==> config.mk <==
export PLATFORM = sky130hd
export DESIGN_NAME = touch_report_framer
export DESIGN_NICKNAME = d
export VERILOG_FILES = /design/src/logic/touch_report_pkg.sv /design/src/logic/pin_sync.sv /design/src/logic/touch_report_framer.sv
export SDC_FILE = /design/constraint.sdc
export NUM_CORES = 1
export LEC_CHECK = 0
export BUFFER_PORTS_ARGS = -buffer_cell sky130_fd_sc_hd__buf_2
export CAP_MARGIN = 15
export CORE_ASPECT_RATIO = 0.9
export CORE_MARGIN = 2
export CORE_UTILIZATION = 57
export DETAILED_ROUTE_END_ITERATION = 12
export PLACE_DENSITY = 0.91
export SYNTH_ARGS = -nofsm -noshare
export SYNTH_HDL_FRONTEND = slang
export SYNTH_SLANG_ARGS = --single-unit
==> constraint.sdc <==
create_clock -name clk -period 7.98 [get_ports clk]
set_clock_uncertainty 0.1 [all_clocks]
set_input_delay 0.399 -clock clk [delete_from_list [all_inputs] [get_ports clk]]
set_output_delay 0.399 -clock clk [all_outputs]
set_load 0.03 [all_outputs]
==> src/logic/touch_report_pkg.sv <==
package touch_report_pkg;

  // Report bytes
  localparam logic [7:0] HDR_TOUCHED  = 8'h11;
  localparam logic [7:0] HDR_RELEASED = 8'h10;
  localparam int         COORD_BITS   = 10;
  localparam int         REPORT_BYTES = 5;

  // Register byte addresses
  localparam logic [7:0] REG_CTRL    = 8'h00;
  localparam logic [7:0] REG_STATUS  = 8'h04;
  localparam logic [7:0] REG_SETTING = 8'h08;
  localparam logic [7:0] REG_SAVED   = 8'h0c;
  localparam logic [7:0] REG_CORNER  = 8'h10;

  // Control field positions
  localparam int CTRL_APPLY    = 0;
  localparam int CTRL_CANCEL   = 1;
  localparam int CTRL_SAVE     = 2;
  localparam int CTRL_RESETALL = 3;
  localparam int CTRL_EXIT     = 4;

  // Setting word: bit 0 input source (0 analog, 1 digital)
  localparam logic [15:0] SETTING_DEFAULT = 16'h0000;
  localparam int          SET_SRC_BIT     = 0;

  // Corner window in coordinate units
  localparam logic [9:0] CORNER_LO = 10'h03f;
  localparam logic [9:0] CORNER_HI = 10'h3c0;

  // Times
  localparam longint CLK_HZ          = 100000000;
  localparam longint CORNER_WIN_MS   = 5000;
  localparam longint MENU_IDLE_MS    = 30000;
  localparam longint BLINK_MS        = 500;
  localparam longint CORNER_CYC =
    CLK_HZ / 1000 * CORNER_WIN_MS;
  localparam longint MENU_IDLE_CYC =
    (CLK_HZ / 1000 * MENU_IDLE_MS);
  localparam longint BLINK_CYC = CLK_HZ / 1000 * BLINK_MS;

  // Status LED colour codes {red, green}
  localparam logic [1:0] LED_OFF    = 2'b00;
  localparam logic [1:0] LED_GREEN  = 2'b01;
  localparam logic [1:0] LED_RED    = 2'b10;
  localparam logic [1:0] LED_ORANGE = 2'b11;

endpackage

==> src/logic/pin_sync.sv <==
`timescale 1ns/1ps
module pin_sync #(
  parameter int W = 1
) (
  input  wire logic         clk,
  input  wire logic         rst,
  input  wire logic         ce,
  input  wire logic [W-1:0] pinIn,
  output logic      [W-1:0] pinOut
);

  logic [W-1:0] meta_q;

  always_ff @(posedge clk or posedge rst)
  begin
    if (rst)
    begin
      meta_q <= '0;
      pinOut <= '0;
    end
    else if (ce)
    begin
      meta_q <= pinIn;
      pinOut <= meta_q;
    end
  end

endmodule

==> src/logic/touch_report_framer.sv <==
// Notes on behaviour
// RULE_01: Report header is 11h while touched; 10h marks release.
// RULE_02: Header then X then Y, two bytes each, values 0 to 3FFh.
// RULE_03: Coordinates go most significant byte first.
// RULE_04: Raw binary bytes in order header, X, Y.
// RULE_05: Held touch repeats full reports with current coordinates.
// RULE_06: Lift sends one 10h byte, then silence until next touch.
// RULE_07: Both axes span 1024 positions, origin upper left.
// RULE_08: Switches are sampled once after power-up only.
// RULE_09: Menu-hide switch on means the setup menu never opens.
// RULE_10: Interface switch routes reports to serial or USB, serial default.
// RULE_11: LED colour follows backlight health and image presence.
// RULE_12: Menu opens on UL, UR, LR corner touches within 5 seconds.
// RULE_13: No reports go to the host while the menu is active.
// RULE_14: Menu closes after 30 s idle; applied values persist.
// RULE_15: Apply acts at once; startup loads last saved settings.
// RULE_16: Save writes settings to nonvolatile store and closes the menu; code still writes but keeps the menu open if a touch is down in that cycle.
// RULE_17: Reset-all returns current settings to defaults.
// RULE_18: Cancel drops pending setting; apply commits it.
// RULE_19: Input source setting picks analog RGB or digital video.
// RULE_20: Upper six bits of each coordinate high byte are zero.
`timescale 1ns/1ps
module touch_report_framer #(
  parameter longint CORNER_CYCLES = touch_report_pkg::CORNER_CYC,
  parameter longint IDLE_CYCLES   = touch_report_pkg::MENU_IDLE_CYC,
  parameter longint BLINK_CYCLES  = touch_report_pkg::BLINK_CYC
) (
  input  wire logic        clk,
  input  wire logic        rst,
  input  wire logic        ce,
  input  wire logic        touchValid,
  input  wire logic        touchDown,
  input  wire logic [9:0]  touchX,
  input  wire logic [9:0]  touchY,
  output logic             serTxValid,
  output logic [7:0]       serTxData,
  input  wire logic        serTxReady,
  output logic             usbTxValid,
  output logic [7:0]       usbTxData,
  input  wire logic        usbTxReady,
  input  wire logic [7:0]  config_switch_bank,
  input  wire logic        interface_select_switch,
  input  wire logic        backlightOk,
  input  wire logic        imagePresent,
  output logic             ledGreen,
  output logic             ledRed,
  output logic             menuActive,
  output logic             menuTouchValid,
  output logic [9:0]       menuTouchX,
  output logic [9:0]       menuTouchY,
  output logic             videoSrcDigital,
  output logic [15:0]      nvWriteData,
  output logic             nvWriteStrobe,
  input  wire logic [15:0] nvLoadData,
  input  wire logic        wb_cyc_i,
  input  wire logic        wb_stb_i,
  input  wire logic        wb_we_i,
  input  wire logic [7:0]  wb_adr_i,
  input  wire logic [3:0]  wb_sel_i,
  input  wire logic [31:0] wb_dat_i,
  output logic [31:0]      wb_dat_o,
  output logic             wb_ack_o
);

  typedef enum logic [2:0] {TX_IDLE, TX_HDR, TX_XH, TX_XL, TX_YH, TX_YL,
                            TX_REL} txState_t;
  typedef enum logic [1:0] {CN_WAIT_UL, CN_WAIT_UR, CN_WAIT_LR}
    cornerState_t;

  // Switch pins pass a two-flop synchroniser
  logic [8:0] swSync;
  pin_sync #(.W(9)) swSyncInst (
    .clk    (clk),
    .rst    (rst),
    .ce     (ce),
    .pinIn  ({interface_select_switch, config_switch_bank}),
    .pinOut (swSync)
  );

  // Startup capture of switches and saved settings
  logic [2:0]  bootCnt_q;
  logic        menuHide_q;
  logic        useUsb_q;
  logic [15:0] setting_q;
  logic [15:0] pending_q;
  logic [15:0] saved_q;
  logic        booted;
  assign booted = (bootCnt_q == 3'h3);

  always_ff @(posedge clk or posedge rst)
  begin
    if (rst)
    begin
      bootCnt_q  <= 3'h0;
      menuHide_q <= 1'b0;
      useUsb_q   <= 1'b0;
    end
    else if (ce && !booted)
    begin
      bootCnt_q <= bootCnt_q + 3'h1;
      if (bootCnt_q == 3'h2)
      begin
        menuHide_q <= swSync[1]; // RULE_08 RULE_09
        useUsb_q   <= swSync[8]; // RULE_08 RULE_10
      end
    end
  end

  // Menu control and register access
  logic         menuActive_q;
  logic         busHit;
  logic [4:0]   ctrlWr;
  logic         menuTouch;
  logic         cornerHit;
  logic [31:0]  idleCnt_q;
  logic         idleDone;

  assign busHit = wb_cyc_i && wb_stb_i && !wb_ack_o;
  assign ctrlWr = (busHit && wb_we_i && wb_adr_i == touch_report_pkg::REG_CTRL
                   && wb_sel_i[0]) ? wb_dat_i[4:0] : 5'h00;
  assign menuTouch = touchValid && touchDown;
  assign idleDone  = (idleCnt_q >= 32'(IDLE_CYCLES - 1));

  always_ff @(posedge clk or posedge rst)
  begin
    if (rst)
      wb_ack_o <= 1'b0;
    else if (ce)
      wb_ack_o <= busHit;
  end

  always_ff @(posedge clk or posedge rst)
  begin
    if (rst)
      wb_dat_o <= 32'h0;
    else if (ce && busHit)
    begin
      if (wb_adr_i == touch_report_pkg::REG_STATUS)
        wb_dat_o <= {27'h0, backlightOk, imagePresent, menuHide_q,
                     useUsb_q, menuActive_q};
      else if (wb_adr_i == touch_report_pkg::REG_SETTING)
        wb_dat_o <= {pending_q, setting_q};
      else if (wb_adr_i == touch_report_pkg::REG_SAVED)
        wb_dat_o <= {16'h0, saved_q};
      else
        wb_dat_o <= 32'h0;
    end
  end

  // Pending edits written by menu software
  always_ff @(posedge clk or posedge rst)
  begin
    if (rst)
      pending_q <= touch_report_pkg::SETTING_DEFAULT;
    else if (ce)
    begin
      if (bootCnt_q == 3'h2)
        pending_q <= nvLoadData;
      else if (busHit && wb_we_i && menuActive_q &&
               wb_adr_i == touch_report_pkg::REG_SETTING)
      begin
        if (wb_sel_i[0])
          pending_q[7:0] <= wb_dat_i[7:0];
        if (wb_sel_i[1])
          pending_q[15:8] <= wb_dat_i[15:8];
      end
      else if (menuActive_q && ctrlWr[touch_report_pkg::CTRL_CANCEL])
        pending_q <= setting_q; // RULE_18
      else if (menuActive_q && ctrlWr[touch_report_pkg::CTRL_RESETALL])
        pending_q <= touch_report_pkg::SETTING_DEFAULT; // RULE_17
    end
  end

  // Settings in effect
  always_ff @(posedge clk or posedge rst)
  begin
    if (rst)
      setting_q <= touch_report_pkg::SETTING_DEFAULT;
    else if (ce)
    begin
      if (bootCnt_q == 3'h2)
        setting_q <= nvLoadData; // RULE_15
      else if (menuActive_q && ctrlWr[touch_report_pkg::CTRL_APPLY])
        setting_q <= pending_q; // RULE_15 RULE_18
      else if (menuActive_q && ctrlWr[touch_report_pkg::CTRL_RESETALL])
        setting_q <= touch_report_pkg::SETTING_DEFAULT; // RULE_17
    end
  end

  // Nonvolatile save strobe
  always_ff @(posedge clk or posedge rst)
  begin
    if (rst)
    begin
      saved_q       <= touch_report_pkg::SETTING_DEFAULT;
      nvWriteData   <= 16'h0;
      nvWriteStrobe <= 1'b0;
    end
    else if (ce)
    begin
      nvWriteStrobe <= 1'b0;
      if (bootCnt_q == 3'h2)
        saved_q <= nvLoadData;
      else if (menuActive_q && ctrlWr[touch_report_pkg::CTRL_SAVE])
      begin
        saved_q       <= setting_q; // RULE_16
        nvWriteData   <= setting_q;
        nvWriteStrobe <= 1'b1;
      end
    end
  end

  assign videoSrcDigital =
    setting_q[touch_report_pkg::SET_SRC_BIT]; // RULE_19

  // Corner entry sequence
  cornerState_t cState_q;
  logic [31:0]  cornerCnt_q;
  logic         isUl;
  logic         isUr;
  logic         isLr;
  logic         touchRise;
  logic         prevDown_q;
  assign isUl = touchX <= touch_report_pkg::CORNER_LO &&
                touchY <= touch_report_pkg::CORNER_LO; // RULE_07
  assign isUr = touchX >= touch_report_pkg::CORNER_HI &&
                touchY <= touch_report_pkg::CORNER_LO;
  assign isLr = touchX >= touch_report_pkg::CORNER_HI &&
                touchY >= touch_report_pkg::CORNER_HI;
  assign touchRise = menuTouch && !prevDown_q;
  assign cornerHit = touchRise && cState_q == CN_WAIT_LR && isLr &&
                     !menuHide_q && booted; // RULE_09 RULE_12

  always_ff @(posedge clk or posedge rst)
  begin
    if (rst)
      prevDown_q <= 1'b0;
    else if (ce && touchValid)
      prevDown_q <= touchDown;
  end

  always_ff @(posedge clk or posedge rst)
  begin
    if (rst)
    begin
      cState_q    <= CN_WAIT_UL;
      cornerCnt_q <= 32'h0;
    end
    else if (ce)
    begin
      if (cState_q != CN_WAIT_UL)
        cornerCnt_q <= cornerCnt_q + 32'h1;
      if (menuActive_q ||
          (cState_q != CN_WAIT_UL &&
           cornerCnt_q >= 32'(CORNER_CYCLES - 1)))
        cState_q <= CN_WAIT_UL; // RULE_12
      else if (touchRise)
        case (cState_q)
          CN_WAIT_UL:
          begin
            cornerCnt_q <= 32'h0;
            cState_q    <= isUl ? CN_WAIT_UR : CN_WAIT_UL;
          end
          CN_WAIT_UR:
            cState_q <= isUr ? CN_WAIT_LR : CN_WAIT_UL;
          default:
            cState_q <= CN_WAIT_UL;
        endcase
    end
  end

  // Menu session and idle timeout
  always_ff @(posedge clk or posedge rst)
  begin
    if (rst)
    begin
      menuActive_q <= 1'b0;
      idleCnt_q    <= 32'h0;
    end
    else if (ce)
    begin
      if (!menuActive_q)
      begin
        idleCnt_q <= 32'h0;
        if (cornerHit)
          menuActive_q <= 1'b1; // RULE_12
      end
      else if (touchValid && touchDown)
        idleCnt_q <= 32'h0;
      else if (idleDone || ctrlWr[touch_report_pkg::CTRL_SAVE] ||
               ctrlWr[touch_report_pkg::CTRL_EXIT])
        menuActive_q <= 1'b0; // RULE_14 RULE_16
      else
        idleCnt_q <= idleCnt_q + 32'h1;
    end
  end

  assign menuActive     = menuActive_q;
  assign menuTouchValid = menuActive_q && touchValid; // RULE_13
  assign menuTouchX     = touchX;
  assign menuTouchY     = touchY;

  // Report framer
  txState_t   tState_q;
  logic [9:0] xLat_q;
  logic [9:0] yLat_q;
  logic       held_q;
  logic       relPend_q;
  logic       txReady;
  logic       txValid;
  logic [7:0] txByte;
  assign txReady = useUsb_q ? usbTxReady : serTxReady; // RULE_10
  assign txValid = tState_q != TX_IDLE;

  always_comb
  begin
    case (tState_q)
      TX_HDR:  txByte = touch_report_pkg::HDR_TOUCHED; // RULE_01 RULE_04
      TX_XH:   txByte = {6'h00, xLat_q[9:8]}; // RULE_03 RULE_20
      TX_XL:   txByte = xLat_q[7:0];
      TX_YH:   txByte = {6'h00, yLat_q[9:8]}; // RULE_02 RULE_20
      TX_YL:   txByte = yLat_q[7:0];
      TX_REL:  txByte = touch_report_pkg::HDR_RELEASED; // RULE_06
      default: txByte = 8'h00;
    endcase
  end

  // Latest touch state from the sensor
  always_ff @(posedge clk or posedge rst)
  begin
    if (rst)
    begin
      held_q    <= 1'b0;
      relPend_q <= 1'b0;
    end
    else if (ce)
    begin
      if (menuActive_q)
      begin
        held_q    <= 1'b0; // RULE_13
        relPend_q <= 1'b0;
      end
      else
      begin
        if (touchValid && touchDown)
          relPend_q <= 1'b0;
        else if (touchValid &&
                 (held_q || tState_q inside {TX_HDR, TX_XH, TX_XL,
                                             TX_YH, TX_YL}))
          relPend_q <= 1'b1;
        else if (tState_q == TX_REL && txReady)
          relPend_q <= 1'b0; // RULE_06
        if (touchValid)
          held_q <= touchDown;
      end
    end
  end

  always_ff @(posedge clk or posedge rst)
  begin
    if (rst)
    begin
      tState_q <= TX_IDLE;
      xLat_q   <= 10'h0;
      yLat_q   <= 10'h0;
    end
    else if (ce)
    begin
      case (tState_q)
        TX_IDLE:
          if (!menuActive_q && booted && held_q)
          begin
            xLat_q   <= touchX; // RULE_05
            yLat_q   <= touchY;
            tState_q <= TX_HDR;
          end
          else if (!menuActive_q && booted && relPend_q)
            tState_q <= TX_REL;
        TX_HDR: if (txReady) tState_q <= TX_XH;
        TX_XH:  if (txReady) tState_q <= TX_XL;
        TX_XL:  if (txReady) tState_q <= TX_YH;
        TX_YH:  if (txReady) tState_q <= TX_YL;
        TX_YL:  if (txReady) tState_q <= TX_IDLE;
        default: if (txReady) tState_q <= TX_IDLE;
      endcase
    end
  end

  always_comb
  begin
    serTxValid = txValid && !useUsb_q;
    usbTxValid = txValid && useUsb_q;
  end
  assign serTxData = txByte;
  assign usbTxData = txByte;

  // Status LED
  logic [31:0] blinkCnt_q;
  logic        phase_q;
  logic [1:0]  ledColour;
  always_ff @(posedge clk or posedge rst)
  begin
    if (rst)
    begin
      blinkCnt_q <= 32'h0;
      phase_q    <= 1'b0;
    end
    else if (ce)
    begin
      if (blinkCnt_q >= 32'(BLINK_CYCLES - 1))
      begin
        blinkCnt_q <= 32'h0;
        phase_q    <= !phase_q;
      end
      else
        blinkCnt_q <= blinkCnt_q + 32'h1;
    end
  end

  always_comb
  begin
    if (backlightOk)
      ledColour = imagePresent ? touch_report_pkg::LED_GREEN
                               : touch_report_pkg::LED_ORANGE; // RULE_11
    else if (imagePresent)
      ledColour = phase_q ? touch_report_pkg::LED_RED
                          : touch_report_pkg::LED_GREEN;
    else
      ledColour = phase_q ? touch_report_pkg::LED_ORANGE
                          : touch_report_pkg::LED_OFF;
  end

  always_ff @(posedge clk or posedge rst)
  begin
    if (rst)
    begin
      ledGreen <= 1'b0;
      ledRed   <= 1'b0;
    end
    else if (ce)
    begin
      ledGreen <= ledColour[0];
      ledRed   <= ledColour[1];
    end
  end
endmodule

==> results of run 1 <==
## placed cells by master, fill, tap and decap left out, types with 11 or more instances in the layout
cell,synthesis,final
a221o_1,16,16
xnor2_1,16,16
nor3_1,19,18
a221oi_1,12,12
mux2i_1,19,19
and3_1,20,20
xor2_1,31,31
nand3_1,73,73
nor4_1,17,17
nor2_1,119,119
dfrtp_1,235,235
nand4_1,17,17
or4_1,15,15
buf_2,13,168
clkbuf_16,0,25
buf_4,30,11
nand2_1,180,180
o211ai_1,14,14
o21ai_0,90,89
a21oi_1,26,26
inv_1,22,21
a22oi_1,28,28
mux2_2,52,52
## state kept, by name, indices dropped and copies added (netlist names), 2 cells and up
register           count
blinkCnt_q            32
bootCnt_q              3
cState_q               2
cornerCnt_q           32
idleCnt_q             32
nvWriteData           16
pending_q             16
saved_q               16
setting_q             16
swSyncInst.meta_q      2
swSyncInst.pinOut      2
tState_q               3
wb_dat_o              32
xLat_q                10
yLat_q                10
## power by group
| part | switching [mW] | internal, mW | leakage, nW |
|---|---|---|---|
| registers | 0.187 | 1.38 | 3.18 |
| clock network | 0.476 | 0.705 | 0.406 |
| logic | 0.458 | 0.284 | 2.86 |
## metal layers
layer / wire length (microns) / vias to the layer above / global-route usage (%)
met5: 11 / - / 0
met4: 739 / 2 / 8.50
met3: 2320 / 63 / 3.81
met2: 14800 / 499 / 46.7
met1: 12200 / 5082 / 35.1
li1: - / 4690 / -
## area by class of cell
class	instances	area [sq um]
diodes	5	12.5
repair buffers	182	955
fillers	1550	7070
well taps	260	325
multi-input cells	892	5470
clock buffers	38	744
clock inverters	6	86.3
flip-flops and latches	235	5880
inverters	24	97.6
## critical path: cells and delay by family (launching register included)
family,cells,cell delay [ps]
buffers and inverters,2,500
AND/OR/NAND/NOR,2,1550
AO/OA/AOI/OAI,2,440
flip-flops,1,630
## kinds of logic after synthesis
family	synth area share (%)
AOI/OAI and AO/OA	14.4
xor gates and xnor gates	3.46
adders and majority gates	0.736
buffers and inverters	4.77
DFF	49.4
muxes	6.52
and+or+nand+nor	20.7
## worst max-delay path by stage
stage	start	end	slack (ps)
floorplan	rst	blinkCnt_q[0]	1030
global placement	wb_adr_i[1]	pending_q[1]	4740
detailed placement	wb_adr_i[1]	pending_q[1]	4720
CTS	menuActive	idleCnt_q[24]	4780
global route	menuActive	idleCnt_q[24]	4560
finish	menuActive	idleCnt_q[24]	4690
==> impl_results.md, run 1 <==
- Number of flops mapped to enable cells by yosys: 0
- Cell with the most instances after synthesis: dfrtp_1
- # IOs: just under 200
- Area Overhead vs Synth: 14.0%
- Clock slew at the register clock pins of the worst setup and hold paths: about 70 ps
- Min-Delay Path Depth: 2
- Slowest CP cell: nor4_1
- Worst R2R Setup Slack: about 4700 ps
- Routed len/inst: about 18 microns
- Critical R2R Capture: idleCnt_q[24]
- Via-to-Cell Ratio: between 6 and 7
- First-pass DRT Iterations: 5
- H-tree Lvls: 1
- Yosys top cell by area: dfrtp_1
- Worst skew pair latency: between 500 and 600 ps
- Pwr per Cell Area: about 260 nW/um^2
- Dpl hpwl: 19.9 mm
- Worst EP arrival: between 3000 and 4000 ps
- Core ar.: 20600 sq um
- FF-to-FF path depth: 6
- Post-Layout Inst Area: approximately 14000 sq um
- PortBufs: between 150 and 200
- RSZ-0062 raised after global routing: false
- Pin slew with the least headroom to its limit: about 1100 ps
- Final WL: around 30 mm
- Post-synth cell types: 73
- Antenna viol nets, final: 0
- Clock tree from TritonCTS: yes
- Flops & latches, synth: approximately 240
- Starting Density: slightly below 60%
- Kind of critical path: reg -> reg
- Global-route wire length before repair: ~49 mm
- DR vias: 10300
- Post-Place Cells: 1590
- Synth Flop Type: dfrtp_1
- Dpl cell area: 12700 sq um
- Top cells by area, synth: dfrtp_1, nand2_1, mux2_2, o21ai_0, nor2_1
- Startpoint type of the worst setup path: flip-flop
- Worst hold margin: roughly 11 ps
- Placer congestion estimate: approximately 0.85
- Cell Count, Final, Fillers Out: ~1600
- Slew Limit Fails: 0
- Setup crit end kind: flip-flop
- # clock sinks: about 240
- Outcome: finished, final reports clean
- Count of final hold-check violations: 0
- Die area: 22100 sq um
- Fin crit period: around 3300 ps
- DR iter-0 viols: 952
- Nets: around 1500
- Final setup vio count: 0
- Die Height: 141 microns
- Share of cells above drive strength 1: between 20% and 30%
- Critical path peak fanout: 24
- Largest net degree at the start of global routing: approximately 120
- Clock root buffer: clkbuf_16
- Peak Freq: around 0.3 GHz
- Seq/Total Area, Yosys: approximately half
- Hold wc startpoint: touchX[5]
- Final Power: 3.49 mW
- Post-layout util: roughly two thirds
- Reg-to-Reg Start: menuActive
- Synthesized Nets: approximately 1400
- Final Cycle Share: about two fifths
- Die W: 156 microns
- Setup Buffers After CTS: 0
- Worst ir drop on vdd: 0.000225 V
- Critical Path Max Stage Delay: 1020 ps
- Post-synth top cells: dfrtp_1, nand2_1, nor2_1
- Final setup TNS: 0 ps
- Pleak: approximately 6.4 nW
- Synth Instances: 1244
- Max Cap Viol: 0
- # resized after CTS: 0
- Total congestion overflow: 0
- Worst min path class: in -> reg
- Post-Place Worst Slack: roughly 4700 ps
- Synthesized area: approximately 12000 sq um
- Total CTS buffers: 25
- Clock Path Buffers: 3
- Hold_buf cts: 2
- Setup ws final: ~4700 ps
- Gr usage total: between 20% and 30%
- Vias in the first global route: between 9000 and 10000
- Initial antenna violation count: 2
- Slew Limit Headroom: 27.3%
- Yosys warns: 0
- Hold EP: xLat_q[5]
- Row count: 50
- Mean Syn Cell Area: between 9 and 10 sq um
- Async set-reset flop share out of synthesis: 100%
- DRC: 0
- Yosys top cell area share: approximately 49%
- Crit-path cells: inv_2 > a21oi_1 > buf_4 > nand2_1 > nor4_1 > a221o_1
- Required arrival time at the worst endpoint: between 8000 and 9000 ps
Note: power is estimated with default switching activity, not from simulation.
==> run 2: changes to the inputs <==
- clock period: 7.98 -> 3.04 ns (I/O delays scaled with it)
==> run 2 against run 1 <==
Cell count is 4.3% higher; count of clock-buffer cells in the layout is 6 lower; register-to-register slack worse by 4400 ps; largest power group unchanged; non-clock buffer count is 75 higher; setup slack worse by 4400 ps; highest routed layer is now met4; die area stayed put.
==> impl_results.md, run 2 (synthesis gave the netlist of run 1 again) <==
- Outcome: finished, final reports clean
- Gr usage total: ~30%
- RSZ-0062 raised after global routing: false
- PortBufs: 168
- Slew Limit Headroom: between 40% and 50%
- Share of cells above drive strength 1: 21.1%
- Initial antenna violation count: 0
- Post-layout util: 69.1%
- FF-to-FF path depth: 5
- Clk pwr share: 32.1%
- Combinational power share: 22.9%
- Startpoint type of the worst setup path: flip-flop
- Placer congestion estimate: between 0.8 and 0.9
- Clock Path Buffers: 3
- Dpl cell area: 12900 sq um
- Worst ir drop on vdd: roughly 0.00051 V
- Final Cycle Share: 90.3%
- Pwr per Cell Area: about 640 nW/um^2
- Sw frac: between 30 and 40%
- Total CTS buffers: 25
- Final setup TNS: 0 ps
- Pin slew with the least headroom to its limit: a little under 900 ps
- Routed len/inst: around 19 microns
- Setup ws final: 296 ps
- DR vias: approximately 11000
- Vias in the first global route: roughly 11000
- Critical path peak fanout: 31
- # clock sinks: 235
- DRC: 0
- Nets: roughly 1500
- Pleak: approximately 6.8 nW
- Final setup vio count: 0
- Post-Place Worst Slack: roughly 360 ps
- Sw Pwr: 3.06 mW
- Clock tree from TritonCTS: yes
- Peak Freq: roughly 0.36 GHz
- Crit-path cells: nor3_1 > nor4bb_1 > a21o_1 > nor2_1 > mux2_2
- Commonest cells after routing, fill and taps aside: dfrtp_1, nand2_1, buf_2, nor2_1, o21ai_0
- Via-to-Cell Ratio: about 6.3
- Clock root buffer: clkbuf_16
- Min-Delay Path Depth: 3
- Global-route wire length before repair: between 50 and 60 mm
- Die Height: ~140 microns
- Worst min path class: in -> reg
- Worst skew pair latency: approximately 530 ps
- Setup Buffers After CTS: 0
- Setup crit end kind: flip-flop
- Max Cap Viol: 0
- Slowest CP cell: a21o_1
- Commonest non-fill, non-tap cell in the layout: dfrtp_1
- Clock slew at the register clock pins of the worst setup and hold paths: 60 ps
- First-pass DRT Iterations: 8
- CP Depth: 5
- Die area: about 22000 sq um
- Total congestion overflow: 0
- H-tree Lvls: 1
- Fin crit period: about 2700 ps
- # fillers: ~1400
- # IOs: 194
- Row count: 50
- Starting Density: between 50% and 60%
- Count of final hold-check violations: 0
- Cell family with most CP delay: simple AND/OR/NAND/NOR gates
- Internal power: roughly 6.1 mW
- Kind of critical path: reg -> reg
- Worst EP arrival: slightly above 3000 ps
- Antenna viol nets, final: 0
- Post-Layout Inst Area: 14300 sq um
- Die W: roughly 160 microns
- DR iter-0 viols: ~1100
- Core ar.: 20600 sq um
- Register share of total power: 44.9%
- Buf+Inv Stages, Crit Path: 0
- Critical Path Max Stage Delay: between 700 and 800 ps
- Slew Limit Fails: 0
- Dpl hpwl: 20.7 mm
- Required arrival time at the worst endpoint: about 3300 ps
- Largest net degree at the start of global routing: 59
- Final WL: ~33 mm
- Area Overhead vs Synth: 19.9%
-- run 2: worst min-delay path, delay by kind of cell --
family                 cells  cell delay (ps)
multiplexers               1              220
buffers and inverters      1              120
AO/OA/AOI/OAI              1              130
-- run 2: cell type report --
type                            instances  area [sq um]  share of cell area [%]
Antenna cell                            1          2.50                  0.0175
Multi-Input combinational cell        892          5470                    38.3
Clock buffer                           32           692                    4.85
Clock inverter                         12          95.1                   0.666
Timing Repair Buffer                  257          1710                    12.0
Sequential cell                       235          5880                    41.2
Inverter                               24          93.8                   0.658
Tap cell                              260           325                    2.28
-- run 2: metrics by stage --
| stage | cells | power (mW) | hold WS, ps |
|---|---|---|---|
| after floorplan | 1244 | 5.48 | 149 |
| after global placement | 1610 | 5.96 | 183 |
| after detailed placement | 1610 | 6.10 | 184 |
| after CTS | 1711 | 9.14 | 10.4 |
| after global routing | 1712 | 9.63 | 25.2 |
| final | 1713 | 9.20 | 25.7 |
-- run 2: final timing paths --
check,start,end,slack (ps)
setup / recovery,idleCnt_q[26],idleCnt_q[0],300
min in group asynchronous,rst,nvWriteData[15],200
hold reg to reg,wb_dat_o[23],wb_dat_o[23],360
max in group asynchronous,rst,wb_dat_o[29],1850
hold / removal,wb_sel_i[0],pending_q[1],30
setup reg to reg,idleCnt_q[26],idleCnt_q[0],300
-- run 2: per-layer routing --
metal  vias up  GRT usage (%)  wire length [microns]
met5         -              0                      0
met2       583           51.1                  16500
met1      5224           36.9                  12600
li1       4846              -                      -
met4         0           14.1                   1220
met3       114           6.52                   2710
-- run 2: what timing repair did --
item                      in CTS  in global routing
resized for setup              0                  0
hold buffers                  57                  0
hold endpoints to repair      99                  0
-- run 2: power by group through the flow --
stage	logic, mW	registers (mW)	clock network [mW]
after floorplan	1.44	4.04	0
after global placement	1.86	4.10	0
after detailed placement	1.95	4.15	0
after CTS	2.06	4.10	2.98
after global routing	2.31	4.18	3.14
final	2.11	4.13	2.96
==> run 3: changes to the inputs <==
- ABC_AREA: default -> 1
- CORE_UTILIZATION: 57 -> 58
- PLACE_DENSITY: 0.91 -> 0.92
==> run 3 against run 2 <==
Die area increased by 9.1%; count of clock-buffer cells in the layout increased by 1; design area grew 9.3%; largest power group unchanged; routed wire length grew 15%; register-to-register slack improved by 120 ps; combinational power up 2%; power up 2.8%.
==> impl_results.md, run 3 <==
- Final WL: 38.0 mm
- H-tree Lvls: 1
- Max Cap Viol: 0
- Synth Instances: around 1800
- Dpl cell area: between 10000 and 15000 sq um
- Cell with the most instances after synthesis: nand2_1
- Synth Flop Type: dfrtp_1
- Die area: about 24000 sq um
- Final setup vio count: 0
- Starting Density: about 59%
- Post-Place Cells: 2221
- Cell Count, Final, Fillers Out: about 2300
- Synthesized area: approximately 13000 sq um
- Min-Delay Path Depth: 7
- Total CTS buffers: 25
- Clock tree from TritonCTS: yes
- Post-layout util: between 60 and 70%
- Total congestion overflow: 0
- Pin slew with the least headroom to its limit: a little over 1000 ps
- Peak Freq: ~0.38 GHz
- Sw Pwr: between 3 and 4 mW
- Commonest non-fill, non-tap cell in the layout: nand2_1
- RSZ-0062 raised after global routing: false
- Vias in the first global route: roughly 13000
- Seq/Total Area, Yosys: 44.4%
- Routed len/inst: approximately 16 microns
- Clock slew at the register clock pins of the worst setup and hold paths: about 60 ps
- Post-Layout Inst Area: 15600 sq um
- Clk pwr share: 34.1%
- Die Height: around 150 microns
- Critical R2R Capture: pending_q[8]
- Worst hold margin: 15.0 ps
- Die W: 163 microns
- Row count: 52
- Setup crit end kind: output pin
- Yosys top cell by area: dfrtp_1
- First-pass DRT Iterations: 7
- # IOs: roughly 190
- Hold EP: pending_q[0]
- Count of final hold-check violations: 0
- DR vias: around 13000
- Initial antenna violation count: 1
- Area Overhead vs Synth: 17.7%
- Largest net degree at the start of global routing: 93
- Pleak: between 7 and 8 nW
- Sw frac: 33.3%
- Core ar.: approximately 22000 sq um
- Nets: ~2100
- Slew Limit Headroom: between 30 and 40%
- Outcome: finished, final reports clean
- Hold wc startpoint: wb_dat_i[0]
- Register share of total power: a little over two fifths
- Kind of critical path: reg -> out
- Post-Place Worst Slack: 665 ps
- Worst EP arrival: between 2000 and 2500 ps
- Worst R2R Setup Slack: between 400 and 500 ps
- DRC: 0
- Via-to-Cell Ratio: ~5.7
- Mean Syn Cell Area: 7.27 sq um
- Flops & latches, synth: between 200 and 250
- Number of flops mapped to enable cells by yosys: 0
- Fin crit period: between 2000 and 3000 ps
- Reg-to-Reg Start: wb_ack_o
- Antenna viol nets, final: 0
- # fillers: 1653
- Post-synth top cells: nand2_1, dfrtp_1, nor2_1
- Top cells by area, synth: dfrtp_1, nand2_1, nor2_1, inv_1, nand3_1
- Internal power: 6.31 mW
- Worst ir drop on vdd: around 0.00055 V
- Required arrival time at the worst endpoint: around 2800 ps
- Critical path peak fanout: 8
- DR iter-0 viols: between 1500 and 2000
- Pwr per Cell Area: about 610 nW/um^2
- Setup Buffers After CTS: 0
- Placer congestion estimate: 1.01
- Post-synth cell types: around 50
- Startpoint type of the worst setup path: flip-flop
- Yosys top cell area share: approximately 44%
- Share of cells above drive strength 1: approximately 14%
- Setup ws final: roughly 400 ps
- Clock Path Buffers: 3
- Yosys warns: 0
- PortBufs: between 150 and 200
- Clock root buffer: clkbuf_16
- Global-route wire length before repair: around 63 mm
- Dpl hpwl: 25.8 mm
- # clock sinks: 235
- Gr usage total: between 30% and 40%
- Slew Limit Fails: 0
- Final Cycle Share: between 80% and 90%
- Worst min path class: in -> reg
- Worst skew pair latency: between 500 and 600 ps
- Combinational power share: a little under a quarter
- FF-to-FF path depth: 11
- Commonest cells after routing, fill and taps aside: nand2_1, dfrtp_1, nor2_1, inv_1, buf_2
- Async set-reset flop share out of synthesis: between 90% and 100%
- Synthesized Nets: about 1900
==> run 3: per-stage QoR <==
stage          total power [mW]  TNS, ps
2_1_floorplan              5.50   -68120
3_3_place_gp               5.97        0
3_5_place_dp               6.08        0
4_1_cts                    9.38        0
5_1_grt                    9.91        0
6_report                   9.46        0
==> run 3: worst max path at each step <==
stage	startpoint	to	slack (ps)	cells after the start
2_1_floorplan	rst	blinkCnt_q[0]	-290	1
3_3_place_gp	idleCnt_q[0]	idleCnt_q[9]	770	12
3_5_place_dp	idleCnt_q[0]	idleCnt_q[3]	660	12
4_1_cts	wb_ack_o	pending_q[6]	260	11
5_1_grt	wb_ack_o	pending_q[8]	220	11
6_report	tState_q[1]	usbTxData[5]	400	4
==> run 3: per-layer routing <==
metal	share of wire, %	GRT usage (%)
met4	3.9	12.7
met5	0	0
met2	46	50.9
met3	9.9	6.95
met1	40	43.0
==> run 3: power groups by stage <==
stage / Sequential [mW] / Clock [mW] / Combinational [mW]
final: 4.08 / 3.23 / 2.15
after global routing: 4.12 / 3.39 / 2.40
after CTS: 4.04 / 3.25 / 2.09
after detailed placement: 4.08 / 0 / 2.00
after global placement: 4.05 / 0 / 1.92
after floorplan: 3.99 / 0 / 1.51
==> run 3: area by class of cell <==
class / instances / area (sq um) / share of cell area (%)
tap: 297 / 372 / 2.38
timing repair buffer: 245 / 1590 / 10.2
multi-input combinational: 1310 / 6170 / 39.5
clock inverter: 11 / 163 / 1.04
antenna: 1 / 2.50 / 0.0160
inverter: 188 / 714 / 4.58
sequential: 235 / 5880 / 37.7
clock buffer: 33 / 706 / 4.52
==> run 3: repair_timing <==
action	in CTS	in global routing
endpoints found under the setup margin	0	2
endpoints found under the hold margin	104	0
gates resized for setup	0	1
hold buffers	54	0
==> run 3: cells by family after synthesis <==
logic type	synth area share, %
compound gates	6.77
fa+ha+maj	0.661
buf+inv	9.14
flops	44.4
mux	1.35
simple gates	34.4
xor+xnor	3.31
==> run 3: worst max-delay path: stages (launching register included) <==
cell,delay (ps)
dfrtp_1,420
inv_1,90
nor3_1,800
a22o_1,330
buf_2,230
